<file path="src/rtl/pin_override_params.svh">
// pad override constants for the port b / port c alternate function block
// assumes inclusion by bare name from the package and the design module
`ifndef PIN_OVERRIDE_PARAMS_SVH
`define PIN_OVERRIDE_PARAMS_SVH

// port width
`define PORT_WIDTH         8
// port b pin positions
`define PB_SLAVE_SEL       0
`define PB_SERIAL_CLK      1
`define PB_MOSI_PIN        2
`define PB_MISO_PIN        3
`define PB_COUNT_PIN       4
// port c pin positions
`define PC_RESET_PIN       1
`define PC_PCS11_PIN       2
`define PC_PCS10_PIN       4
`define PC_CMP_B_PIN       5
`define PC_CMP_A_PIN       6
`define PC_CAPTURE_PIN     7
// pull-up default pattern {dir, latch, global disable}
`define PULLUP_DEFAULT_PAT 3'h2
// number of port b pins with pin change sources
`define PB_PCS_COUNT       7
// fuse reading meaning unprogrammed
`define FUSE_UNPROGRAMMED  1'h1

`endif

</file>
<file path="src/rtl/pin_override_pkg.sv">
// types shared by the port override logic
// assumes the constants header is on the include path
`include "pin_override_params.svh"
package pin_override_pkg;
  typedef logic [`PORT_WIDTH-1:0] port_vec_t;
  typedef enum logic [3:0] {
    SPI_OFF    = 4'h1,
    SPI_SLAVE  = 4'h2,
    SPI_MASTER = 4'h4,
    SPI_RSVD   = 4'h8
  } spi_role_t;
endpackage

</file>
<file path="src/rtl/port_b_c_alternate_function_override.sv">
// pad override logic for the port b and port c alternate functions
// assumes pads are resolved outside; all inputs synchronous to clk_i
`include "pin_override_params.svh"

module port_b_c_alternate_function_override (
  input  wire logic                      clk_i,
  input  wire logic                      reset_i,
  input  wire pin_override_pkg::port_vec_t portb_dir_i,
  input  wire pin_override_pkg::port_vec_t portb_latch_i,
  input  wire pin_override_pkg::port_vec_t portb_pad_i,
  input  wire pin_override_pkg::port_vec_t portc_dir_i,
  input  wire pin_override_pkg::port_vec_t portc_latch_i,
  input  wire pin_override_pkg::port_vec_t portc_pad_i,
  input  wire logic                      global_pullup_disable_i,
  input  wire logic                      sleep_i,
  input  wire logic                      spi_enable_bit_i,
  input  wire logic                      spi_master_select_i,
  input  wire logic                      spi_slave_out_i,
  input  wire logic                      spi_master_out_i,
  input  wire logic                      spi_clock_out_i,
  input  wire logic                      prog_mode_i,
  input  wire logic                      prog_data_out_i,
  input  wire pin_override_pkg::port_vec_t pcs_mask_b_i,
  input  wire logic [3:0]                pcs_mask_c_i,
  input  wire logic                      pin_change_group_enable_i,
  input  wire logic                      pin_change_group_c_enable_i,
  input  wire logic                      timer1_compare_a_en_i,
  input  wire logic                      timer1_compare_a_out_i,
  input  wire logic                      timer1_compare_b_en_i,
  input  wire logic                      timer1_compare_b_out_i,
  input  wire logic                      ext_irq_4_enable_i,
  input  wire logic                      sys_clock_output_fuse_i,
  input  wire logic                      sys_clock_i,
  input  wire logic                      reset_disable_fuse_i,
  input  wire logic                      debug_enable_fuse_i,
  input  wire logic                      lock_bits_unprog_i,
  input  wire logic                      debug_tx_low_i,
  output logic [`PORT_WIDTH-1:0]         portb_out_o,
  output logic [`PORT_WIDTH-1:0]         portb_oe_n_o,
  output logic [`PORT_WIDTH-1:0]         portb_pullup_o,
  output logic [`PORT_WIDTH-1:0]         portb_din_o,
  output logic [`PORT_WIDTH-1:0]         portc_out_o,
  output logic [`PORT_WIDTH-1:0]         portc_oe_n_o,
  output logic [`PORT_WIDTH-1:0]         portc_pullup_o,
  output logic [`PORT_WIDTH-1:0]         portc_din_o,
  output logic                           spi_master_in_o,
  output logic                           spi_slave_in_o,
  output logic                           spi_clock_in_o,
  output logic                           spi_slave_active_o,
  output logic                           prog_data_in_o,
  output logic                           prog_clock_o,
  output logic [11:0]                    pin_change_source_o,
  output logic                           timer1_count_input_o,
  output logic                           timer1_capture_input_o,
  output logic                           ext_irq_source_4_o,
  output logic                           ext_reset_n_o,
  output logic                           one_wire_debug_line_o
);
  import pin_override_pkg::*;

  // ==========================================================
  // override signal generation
  spi_role_t spi_role;
  port_vec_t b_pullup_override_en, b_pullup_override_val, b_dir_override_en, b_dir_override_val, b_value_override_en, b_value_override_val, b_din_enable_override_en;
  port_vec_t c_pullup_override_en, c_pullup_override_val, c_dir_override_en, c_dir_override_val, c_value_override_en, c_value_override_val, c_din_enable_override_en;
  port_vec_t b_din_en, c_din_en;
  logic      reset_pin_en;
  logic      debug_active;

  // one pad: pull-up, driver enable and driven value after overrides
  function automatic logic [2:0] pad_resolve(
    input logic pullup_override_en, input logic pullup_override_val, input logic dir_override_en,
    input logic dir_override_val, input logic value_override_en, input logic value_override_val,
    input logic dir,  input logic latch, input logic global_pullup_disable);
    logic pu;
    logic de;
    logic val;
    pu  = pullup_override_en ? pullup_override_val
               : ({dir, latch, global_pullup_disable} == `PULLUP_DEFAULT_PAT);
    de  = dir_override_en ? dir_override_val : dir;
    val = value_override_en ? value_override_val : latch;
    return {pu, de, val};
  endfunction

  // spi role from enable and master select
  always_comb begin
    if (!spi_enable_bit_i) spi_role = SPI_OFF;
    else if (spi_master_select_i) spi_role = SPI_MASTER;
    else spi_role = SPI_SLAVE;
  end

  assign reset_pin_en = (reset_disable_fuse_i == `FUSE_UNPROGRAMMED);
  assign debug_active = debug_enable_fuse_i & lock_bits_unprog_i;

  // port b override terms
  always_comb begin
    b_pullup_override_en  = '0;
    b_pullup_override_val  = '0;
    b_dir_override_en  = '0;
    b_dir_override_val  = '0;
    b_value_override_en  = '0;
    b_value_override_val  = '0;
    // pin change mask bits 0..7 gate their digital input on
    b_din_enable_override_en = pcs_mask_b_i & {`PORT_WIDTH{pin_change_group_enable_i}};
    case (spi_role)
      SPI_MASTER: begin
        // master: miso forced in, others follow direction bits
        b_pullup_override_en[`PB_MISO_PIN] = 1'b1;
        b_dir_override_en[`PB_MISO_PIN] = 1'b1;
        b_value_override_en[`PB_MOSI_PIN] = 1'b1;
        b_value_override_val[`PB_MOSI_PIN] = spi_master_out_i;
        b_value_override_en[`PB_SERIAL_CLK] = 1'b1;
        b_value_override_val[`PB_SERIAL_CLK] = spi_clock_out_i;
      end
      SPI_SLAVE: begin
        // slave: mosi, clock and select forced in
        b_pullup_override_en[`PB_SERIAL_CLK] = 1'b1;
        b_dir_override_en[`PB_SERIAL_CLK] = 1'b1;
        b_pullup_override_en[`PB_MOSI_PIN] = 1'b1;
        b_dir_override_en[`PB_MOSI_PIN] = 1'b1;
        b_pullup_override_en[`PB_SLAVE_SEL] = 1'b1;
        b_dir_override_en[`PB_SLAVE_SEL] = 1'b1;
        b_value_override_en[`PB_MISO_PIN] = 1'b1;
        b_value_override_val[`PB_MISO_PIN] = spi_slave_out_i;
      end
      default: begin
      end
    endcase
    // forced inputs keep latch-driven pull-up unless globally disabled
    b_pullup_override_val[3:0] = portb_latch_i[3:0]
                  & {4{~global_pullup_disable_i}};
    // programming download takes miso for its data output
    if (prog_mode_i) begin
      b_dir_override_en[`PB_MISO_PIN] = 1'b1;
      b_dir_override_val[`PB_MISO_PIN] = 1'b1;
      b_value_override_en[`PB_MISO_PIN] = 1'b1;
      b_value_override_val[`PB_MISO_PIN] = prog_data_out_i;
      b_pullup_override_en[`PB_MISO_PIN] = 1'b0;
    end
  end

  // port c override terms
  always_comb begin
    c_pullup_override_en  = '0;
    c_pullup_override_val  = '0;
    c_dir_override_en  = '0;
    c_dir_override_val  = '0;
    c_value_override_en  = '0;
    c_value_override_val  = '0;
    c_din_enable_override_en = '0;
    c_din_enable_override_en[`PC_CMP_A_PIN]  = pcs_mask_c_i[0] & pin_change_group_c_enable_i;
    c_din_enable_override_en[`PC_CMP_B_PIN]  = pcs_mask_c_i[1] & pin_change_group_c_enable_i;
    c_din_enable_override_en[`PC_PCS10_PIN]  = pcs_mask_c_i[2] & pin_change_group_c_enable_i;
    c_din_enable_override_en[`PC_PCS11_PIN]  = pcs_mask_c_i[3] & pin_change_group_c_enable_i;
    c_din_enable_override_en[`PC_CAPTURE_PIN] = ext_irq_4_enable_i;
    // compare outputs override value only; driver stays on direction bit
    c_value_override_en[`PC_CMP_A_PIN] = timer1_compare_a_en_i;
    c_value_override_val[`PC_CMP_A_PIN] = timer1_compare_a_out_i;
    c_value_override_en[`PC_CMP_B_PIN] = timer1_compare_b_en_i;
    c_value_override_val[`PC_CMP_B_PIN] = timer1_compare_b_out_i;
    if (sys_clock_output_fuse_i) begin
      c_dir_override_en[`PC_CAPTURE_PIN] = 1'b1;
      c_dir_override_val[`PC_CAPTURE_PIN] = 1'b1;
      c_value_override_en[`PC_CAPTURE_PIN] = 1'b1;
      c_value_override_val[`PC_CAPTURE_PIN] = sys_clock_i;
    end
    if (reset_pin_en || debug_active) begin
      c_pullup_override_en[`PC_RESET_PIN] = 1'b1;
      c_pullup_override_val[`PC_RESET_PIN] = 1'b1;
      c_dir_override_en[`PC_RESET_PIN] = 1'b1;
      // open drain: drive only a low for the debug line
      c_dir_override_val[`PC_RESET_PIN] = debug_active & debug_tx_low_i;
      c_value_override_en[`PC_RESET_PIN] = 1'b1;
      c_value_override_val[`PC_RESET_PIN] = 1'b0;
    end
  end

  // digital input enable, sleep gates it unless overridden
  always_comb begin
    b_din_en = b_din_enable_override_en | {`PORT_WIDTH{~sleep_i}};
    c_din_en = c_din_enable_override_en | {`PORT_WIDTH{~sleep_i}};
    if (reset_pin_en)
      c_din_en[`PC_RESET_PIN] = 1'b0;
  end

  // ==========================================================
  // registered pad controls
  always_ff @(posedge clk_i or posedge reset_i) begin
    if (reset_i) begin
      portb_out_o    <= '0;
      portb_oe_n_o   <= '1;
      portb_pullup_o <= '0;
      portc_out_o    <= '0;
      portc_oe_n_o   <= '1;
      portc_pullup_o <= '0;
    end else begin
      for (int i = 0; i < `PORT_WIDTH; i++) begin
        logic [2:0] rb;
        logic [2:0] rc;
        rb = pad_resolve(b_pullup_override_en[i], b_pullup_override_val[i], b_dir_override_en[i], b_dir_override_val[i],
                         b_value_override_en[i], b_value_override_val[i], portb_dir_i[i],
                         portb_latch_i[i], global_pullup_disable_i);
        rc = pad_resolve(c_pullup_override_en[i], c_pullup_override_val[i], c_dir_override_en[i], c_dir_override_val[i],
                         c_value_override_en[i], c_value_override_val[i], portc_dir_i[i],
                         portc_latch_i[i], global_pullup_disable_i);
        portb_pullup_o[i] <= rb[2];
        portb_oe_n_o[i]   <= ~rb[1];
        portb_out_o[i]    <= rb[0];
        portc_pullup_o[i] <= rc[2];
        portc_oe_n_o[i]   <= ~rc[1];
        portc_out_o[i]    <= rc[0];
      end
    end
  end

  // ==========================================================
  // registered digital inputs to peripherals
  always_ff @(posedge clk_i or posedge reset_i) begin
    if (reset_i) begin
      portb_din_o            <= '0;
      portc_din_o            <= '0;
      spi_master_in_o        <= 1'b0;
      spi_slave_in_o         <= 1'b0;
      spi_clock_in_o         <= 1'b0;
      spi_slave_active_o     <= 1'b0;
      prog_data_in_o         <= 1'b0;
      prog_clock_o           <= 1'b0;
      pin_change_source_o    <= '0;
      timer1_count_input_o   <= 1'b0;
      timer1_capture_input_o <= 1'b0;
      ext_irq_source_4_o     <= 1'b0;
      ext_reset_n_o          <= 1'b1;
      one_wire_debug_line_o  <= 1'b1;
    end else begin
      portb_din_o <= portb_pad_i & b_din_en;
      portc_din_o <= portc_pad_i & c_din_en;
      spi_master_in_o <= portb_pad_i[`PB_MISO_PIN];
      spi_slave_in_o  <= portb_pad_i[`PB_MOSI_PIN];
      spi_clock_in_o  <= portb_pad_i[`PB_SERIAL_CLK];
      spi_slave_active_o <= (spi_role == SPI_SLAVE)
                            & ~portb_pad_i[`PB_SLAVE_SEL];
      prog_data_in_o  <= prog_mode_i & portb_pad_i[`PB_MOSI_PIN];
      prog_clock_o    <= prog_mode_i & portb_pad_i[`PB_SERIAL_CLK];
      pin_change_source_o[`PB_PCS_COUNT-1:0] <=
        portb_pad_i[`PB_PCS_COUNT-1:0] & b_din_enable_override_en[`PB_PCS_COUNT-1:0];
      pin_change_source_o[7]  <= 1'b0;
      pin_change_source_o[8]  <= portc_pad_i[`PC_CMP_A_PIN]
                                 & c_din_enable_override_en[`PC_CMP_A_PIN];
      pin_change_source_o[9]  <= portc_pad_i[`PC_CMP_B_PIN]
                                 & c_din_enable_override_en[`PC_CMP_B_PIN];
      pin_change_source_o[10] <= portc_pad_i[`PC_PCS10_PIN]
                                 & c_din_enable_override_en[`PC_PCS10_PIN];
      pin_change_source_o[11] <= portc_pad_i[`PC_PCS11_PIN]
                                 & c_din_enable_override_en[`PC_PCS11_PIN];
      timer1_count_input_o   <= portb_pad_i[`PB_COUNT_PIN];
      timer1_capture_input_o <= portc_pad_i[`PC_CAPTURE_PIN];
      ext_irq_source_4_o     <= portc_pad_i[`PC_CAPTURE_PIN]
                                & ext_irq_4_enable_i;
      ext_reset_n_o <= ~(reset_pin_en & ~debug_active)
                       | portc_pad_i[`PC_RESET_PIN];
      one_wire_debug_line_o <= ~debug_active
                               | portc_pad_i[`PC_RESET_PIN];
    end
  end

  // ==========================================================
  // checks
  property p_master_miso_in;
    @(posedge clk_i) disable iff (reset_i)
    (spi_role == SPI_MASTER && !prog_mode_i) |=> portb_oe_n_o[3];
  endproperty
  a_master_miso_in: assert property (p_master_miso_in)
    else $error("miso driven while spi master");

  property p_slave_mosi_in;
    @(posedge clk_i) disable iff (reset_i)
    (spi_role == SPI_SLAVE) |=> (portb_oe_n_o[2] && portb_oe_n_o[1]);
  endproperty
  a_slave_mosi_in: assert property (p_slave_mosi_in)
    else $error("mosi or clock driven while spi slave");

  property p_slave_sel_in;
    @(posedge clk_i) disable iff (reset_i)
    (spi_role == SPI_SLAVE) |=> portb_oe_n_o[0];
  endproperty
  a_slave_sel_in: assert property (p_slave_sel_in)
    else $error("select driven while spi slave");

  property p_slave_active;
    @(posedge clk_i) disable iff (reset_i)
    spi_slave_active_o |-> $past(portb_pad_i[0]) == 1'b0;
  endproperty
  a_slave_active: assert property (p_slave_active)
    else $error("slave active with select high");

  property p_forced_pullup;
    @(posedge clk_i) disable iff (reset_i)
    (spi_role == SPI_SLAVE) |=>
      portb_pullup_o[2] == ($past(portb_latch_i[2])
                            & ~$past(global_pullup_disable_i));
  endproperty
  a_forced_pullup: assert property (p_forced_pullup)
    else $error("forced input pull-up wrong");

  property p_cmp_a_needs_dir;
    @(posedge clk_i) disable iff (reset_i)
    !portc_dir_i[6] |=> portc_oe_n_o[6];
  endproperty
  a_cmp_a_needs_dir: assert property (p_cmp_a_needs_dir)
    else $error("compare a driven without direction bit");

  property p_reset_pin;
    @(posedge clk_i) disable iff (reset_i)
    (reset_pin_en && !debug_active) |=>
      (portc_pullup_o[1] && portc_oe_n_o[1] && !portc_din_o[1]);
  endproperty
  a_reset_pin: assert property (p_reset_pin)
    else $error("reset pad not configured");

  property p_debug_gate;
    @(posedge clk_i) disable iff (reset_i)
    !debug_active |=> one_wire_debug_line_o;
  endproperty
  a_debug_gate: assert property (p_debug_gate)
    else $error("debug line active without fuse");

  property p_clock_out_fuse;
    @(posedge clk_i) disable iff (reset_i)
    (!sys_clock_output_fuse_i && !portc_dir_i[7]) |=> portc_oe_n_o[7];
  endproperty
  a_clock_out_fuse: assert property (p_clock_out_fuse)
    else $error("clock pad driven without fuse");

endmodule // port_b_c_alternate_function_override

</file>
<file path="config.mk">
export PLATFORM = sky130hd
export DESIGN_NAME = port_b_c_alternate_function_override
export DESIGN_NICKNAME = d
export VERILOG_FILES = /design/src/rtl/pin_override_pkg.sv /design/src/rtl/port_b_c_alternate_function_override.sv
export VERILOG_INCLUDE_DIRS = /design/src /design/src/rtl
export SDC_FILE = /design/constraint.sdc
export NUM_CORES = 1
export LEC_CHECK = 0
export ABC_AREA = 1
export ABC_CLOCK_PERIOD_IN_PS = 2300
export BUFFER_PORTS_ARGS = -buffer_cell sky130_fd_sc_hd__buf_2
export CAP_MARGIN = 20
export CORE_ASPECT_RATIO = 1.25
export CORE_MARGIN = 4
export CORE_UTILIZATION = 40
export CTS_BUF_LIST = sky130_fd_sc_hd__clkbuf_4 sky130_fd_sc_hd__clkbuf_8
export DETAILED_ROUTE_END_ITERATION = 12
export GPL_ROUTABILITY_DRIVEN = 0
export GPL_TIMING_DRIVEN = 0
export PLACE_DENSITY = 0.75
export SYNTH_ARGS = -nofsm -noshare
export SYNTH_HDL_FRONTEND = slang
export SYNTH_SLANG_ARGS = --single-unit
</file>
<file path="constraint.sdc">
create_clock -name clk_i -period 2.3 [get_ports clk_i]
set_input_delay 0.23 -clock clk_i [delete_from_list [all_inputs] [get_ports clk_i]]
set_output_delay 0.23 -clock clk_i [all_outputs]
set_load 0.02 [all_outputs]
</file>
==> impl_metrics.tcl <==
set metrics [dict create \
    muxShareOfSynthArea_pct 0 \
    power.density_nw_per_um2 749 \
    netlist-cell-type-count 14 \
    critical_path.max_stage_delay_ns 0.54 \
    design.die.area_um2 8450 \
    clk_pin_slew_worst_paths_ns 0.09 \
    average_wire_length_per_cell_after_detail_routing_um 13.3 \
    cts_tree "done" \
    drv_cap 0 \
    postCtsSetupRepairBufs 0 \
    synth-seq-area-share_pct 77.2 \
    worstHoldPathCells 2 \
    totalWireLength_um 7240 \
    start_kind "flip-flop" \
    hp-class "primary input to flip-flop" \
    worst-endpoint-required_ns 2.07 \
    worst-path-buf-inv 1 \
    finalNetCount 536 \
    period_share_pct 55.7 \
    synth_top_cells_by_area "dfrtp_1 60%, dfstp_2 17%, nand2_1 6.1%" \
    synth-simple-area-share_pct 12.3 \
    fp.coreArea_um2 6690 \
    utilization_after_layout_pct 64.7 \
    numClockSinks 86 \
    routed_via_density 4.32 \
    antenna_cells 0 \
    fin_ws_ns 1.02 \
    finalNonFillerCells 544 \
    syn-num-nets 326 \
    cts_made_buffers 9 \
    layout.cells.most_common_list "169 x buf_2, 68 x dfrtp_1, 46 x nand2_1, 42 x inv_1, 33 x nor2_1" \
    worstHoldEndpoint "portb_oe_n_o[2]" \
    drc 0 \
    routed-via-count 2350 \
    finalSetupViolations 0 \
    worstSetupPathType "flip-flop to output port" \
    layout.cells.most_common "buf_2" \
    final-max-slew-violation-count 0 \
    area_growth_syn_to_layout_pct 53.6 \
    synth_top_cell_by_area "dfrtp_1" \
    crit_path_start "portb_oe_n_o[5]" \
    hold_viol 0 \
    synth_compound_gate_area_share_pct 3.47 \
    syn_inst 242 \
    power_uw 3240 \
    critical_path_depth 1 \
    maximum_clock_frequency_ghz 0.780 \
    tns_ns 0 \
    irDropWorstVdd_v 0.000477 \
    grt_first_pass_wirelength_um 11700 \
    rsz0062_at_grt "false" \
    arrival_ns 1.05 \
    grt.total_usage_pct 17.9 \
    synth_top_family_by_area "simple AND/OR/NAND/NOR gates" \
    drt.antenna.violating_nets 0 \
    ctsRootBufferMaster "clkbuf_8" \
    mapped_avg_cell_area_um2 11.6 \
    hold_path_startpoint "portb_dir_i[2]" \
    detail_route.first_pass.iterations 4 \
    dpl.cell_count 499 \
    die-height_um 102 \
    synth.ff_latch_count 86 \
    vias_in_the_first_global_route 2533 \
    initial_drc_count 91 \
    ios 171 \
    critical_path_slowest_stage_cell "dfstp_2" \
    layout_cell_share_with_drive_strength_beyond_1_pct 45.7 \
    antenna_found_initial 0 \
    htree_levels 3 \
    detailedPlace.worstSlack_ns 1.40 \
    netlist_area_um2 2820 \
    path_max_fanout 1 \
    yosys_warnings 0 \
    grt_start_max_net_pins 41 \
    dp.final_hpwl_um 5440 \
    yosysTopAreaCellShare_pct 60.4 \
    std_cell_rows 33 \
    synth_adder_area_share_pct 0 \
    max-clock-path-buffers 2 \
    crit_family "flip-flops" \
    start_util_pct 42.1 \
    period_minus_slack_ns 1.28 \
    gr-total-overflow 0 \
    cp-end-kind "output port" \
    p_leak_uw 0.00249 \
    cp_cell_sequence "buf_2" \
    xor_xnor_fraction_of_synth_area_pct 0 \
    die-width_um 83.0 \
    run_status "complete, no violations" \
    port_buffers 168 \
]
through the flow:
| stage | hold slack [ns] | area [µm²] |
|---|---|---|
| 2_1_floorplan | 0.256 | 2820 |
| 3_3_place_gp | 0.351 | 3770 |
| 3_5_place_dp | 0.260 | 3810 |
| 4_1_cts | 0.00138 | 4320 |
| 5_1_grt | 0.0106 | 4330 |
| 6_report | 0.0298 | 4330 |
synth_stat cells (all sizes together):
cell type	n
nor2	33
buf	4
conb	1
dfstp	18
o21ai	4
a21oi	14
nand2	46
dfrtp	68
nor3	4
nand3	6
inv	43
a21boi	1
worst max-delay path by stage:
stage                              end  slack [ns]
floorplan           ext_irq_source_4_o        1.09
global placement        prog_data_in_o        0.60
detailed placement     portb_oe_n_o[5]        1.40
CTS                    portb_oe_n_o[5]         1.0
global route           portb_oe_n_o[5]        0.98
finish                 portb_oe_n_o[5]        1.02
repair_timing:
action	in CTS	in global routing
hold buffers	28	1
gates resized for setup	0	0
endpoints found under the hold margin	38	1
cell families after synthesis:
family | after synthesis
flip-flops | 86
AO/OA/AOI/OAI | 19
buffers and inverters | 47
AND/OR/NAND/NOR | 89
other | 1
layer usage:
metal	wire length [µm]	share of wire, %	GRT usage (%)
met5	0	0	0
met4	106	1.5	6.04
met3	697	9.6	8.46
met2	3820	53	31.9
met1	2620	36	18.7
report_power, final:
group	leakage [µW]	internal [µW]	total (µW)	switching (µW)
clock	0.000111	625	1180	554
combinational	0.00132	175	439	264
sequential	0.00105	1600	1620	19.5
total	0.00249	2400	3240	838
state kept, by name, summed over array words and instances (netlist names):
name	cells
ext_irq_source_4_o	1
ext_reset_n_o	1
one_wire_debug_line_o	1
pin_change_source_o	11
portb_din_o	8
portb_oe_n_o	8
portb_out_o	8
portb_pullup_o	8
portc_din_o	8
portc_oe_n_o	8
portc_out_o	8
portc_pullup_o	8
prog_clock_o	1
prog_data_in_o	1
spi_clock_in_o	1
spi_master_in_o	1
spi_slave_active_o	1
spi_slave_in_o	1
timer1_capture_input_o	1
timer1_count_input_o	1
final cells by class:
class                      instances  area, µm²
multi-input combinational        109        448
fill                             543       2360
clock buffer                       9        124
sequential                        86       2170
tap                               87        109
clock inverter                     7        103
inverter                          43        165
buffer                             4       31.3
timing repair buffer             199       1170
No activity file was read; power rests on OpenSTA's default activity.
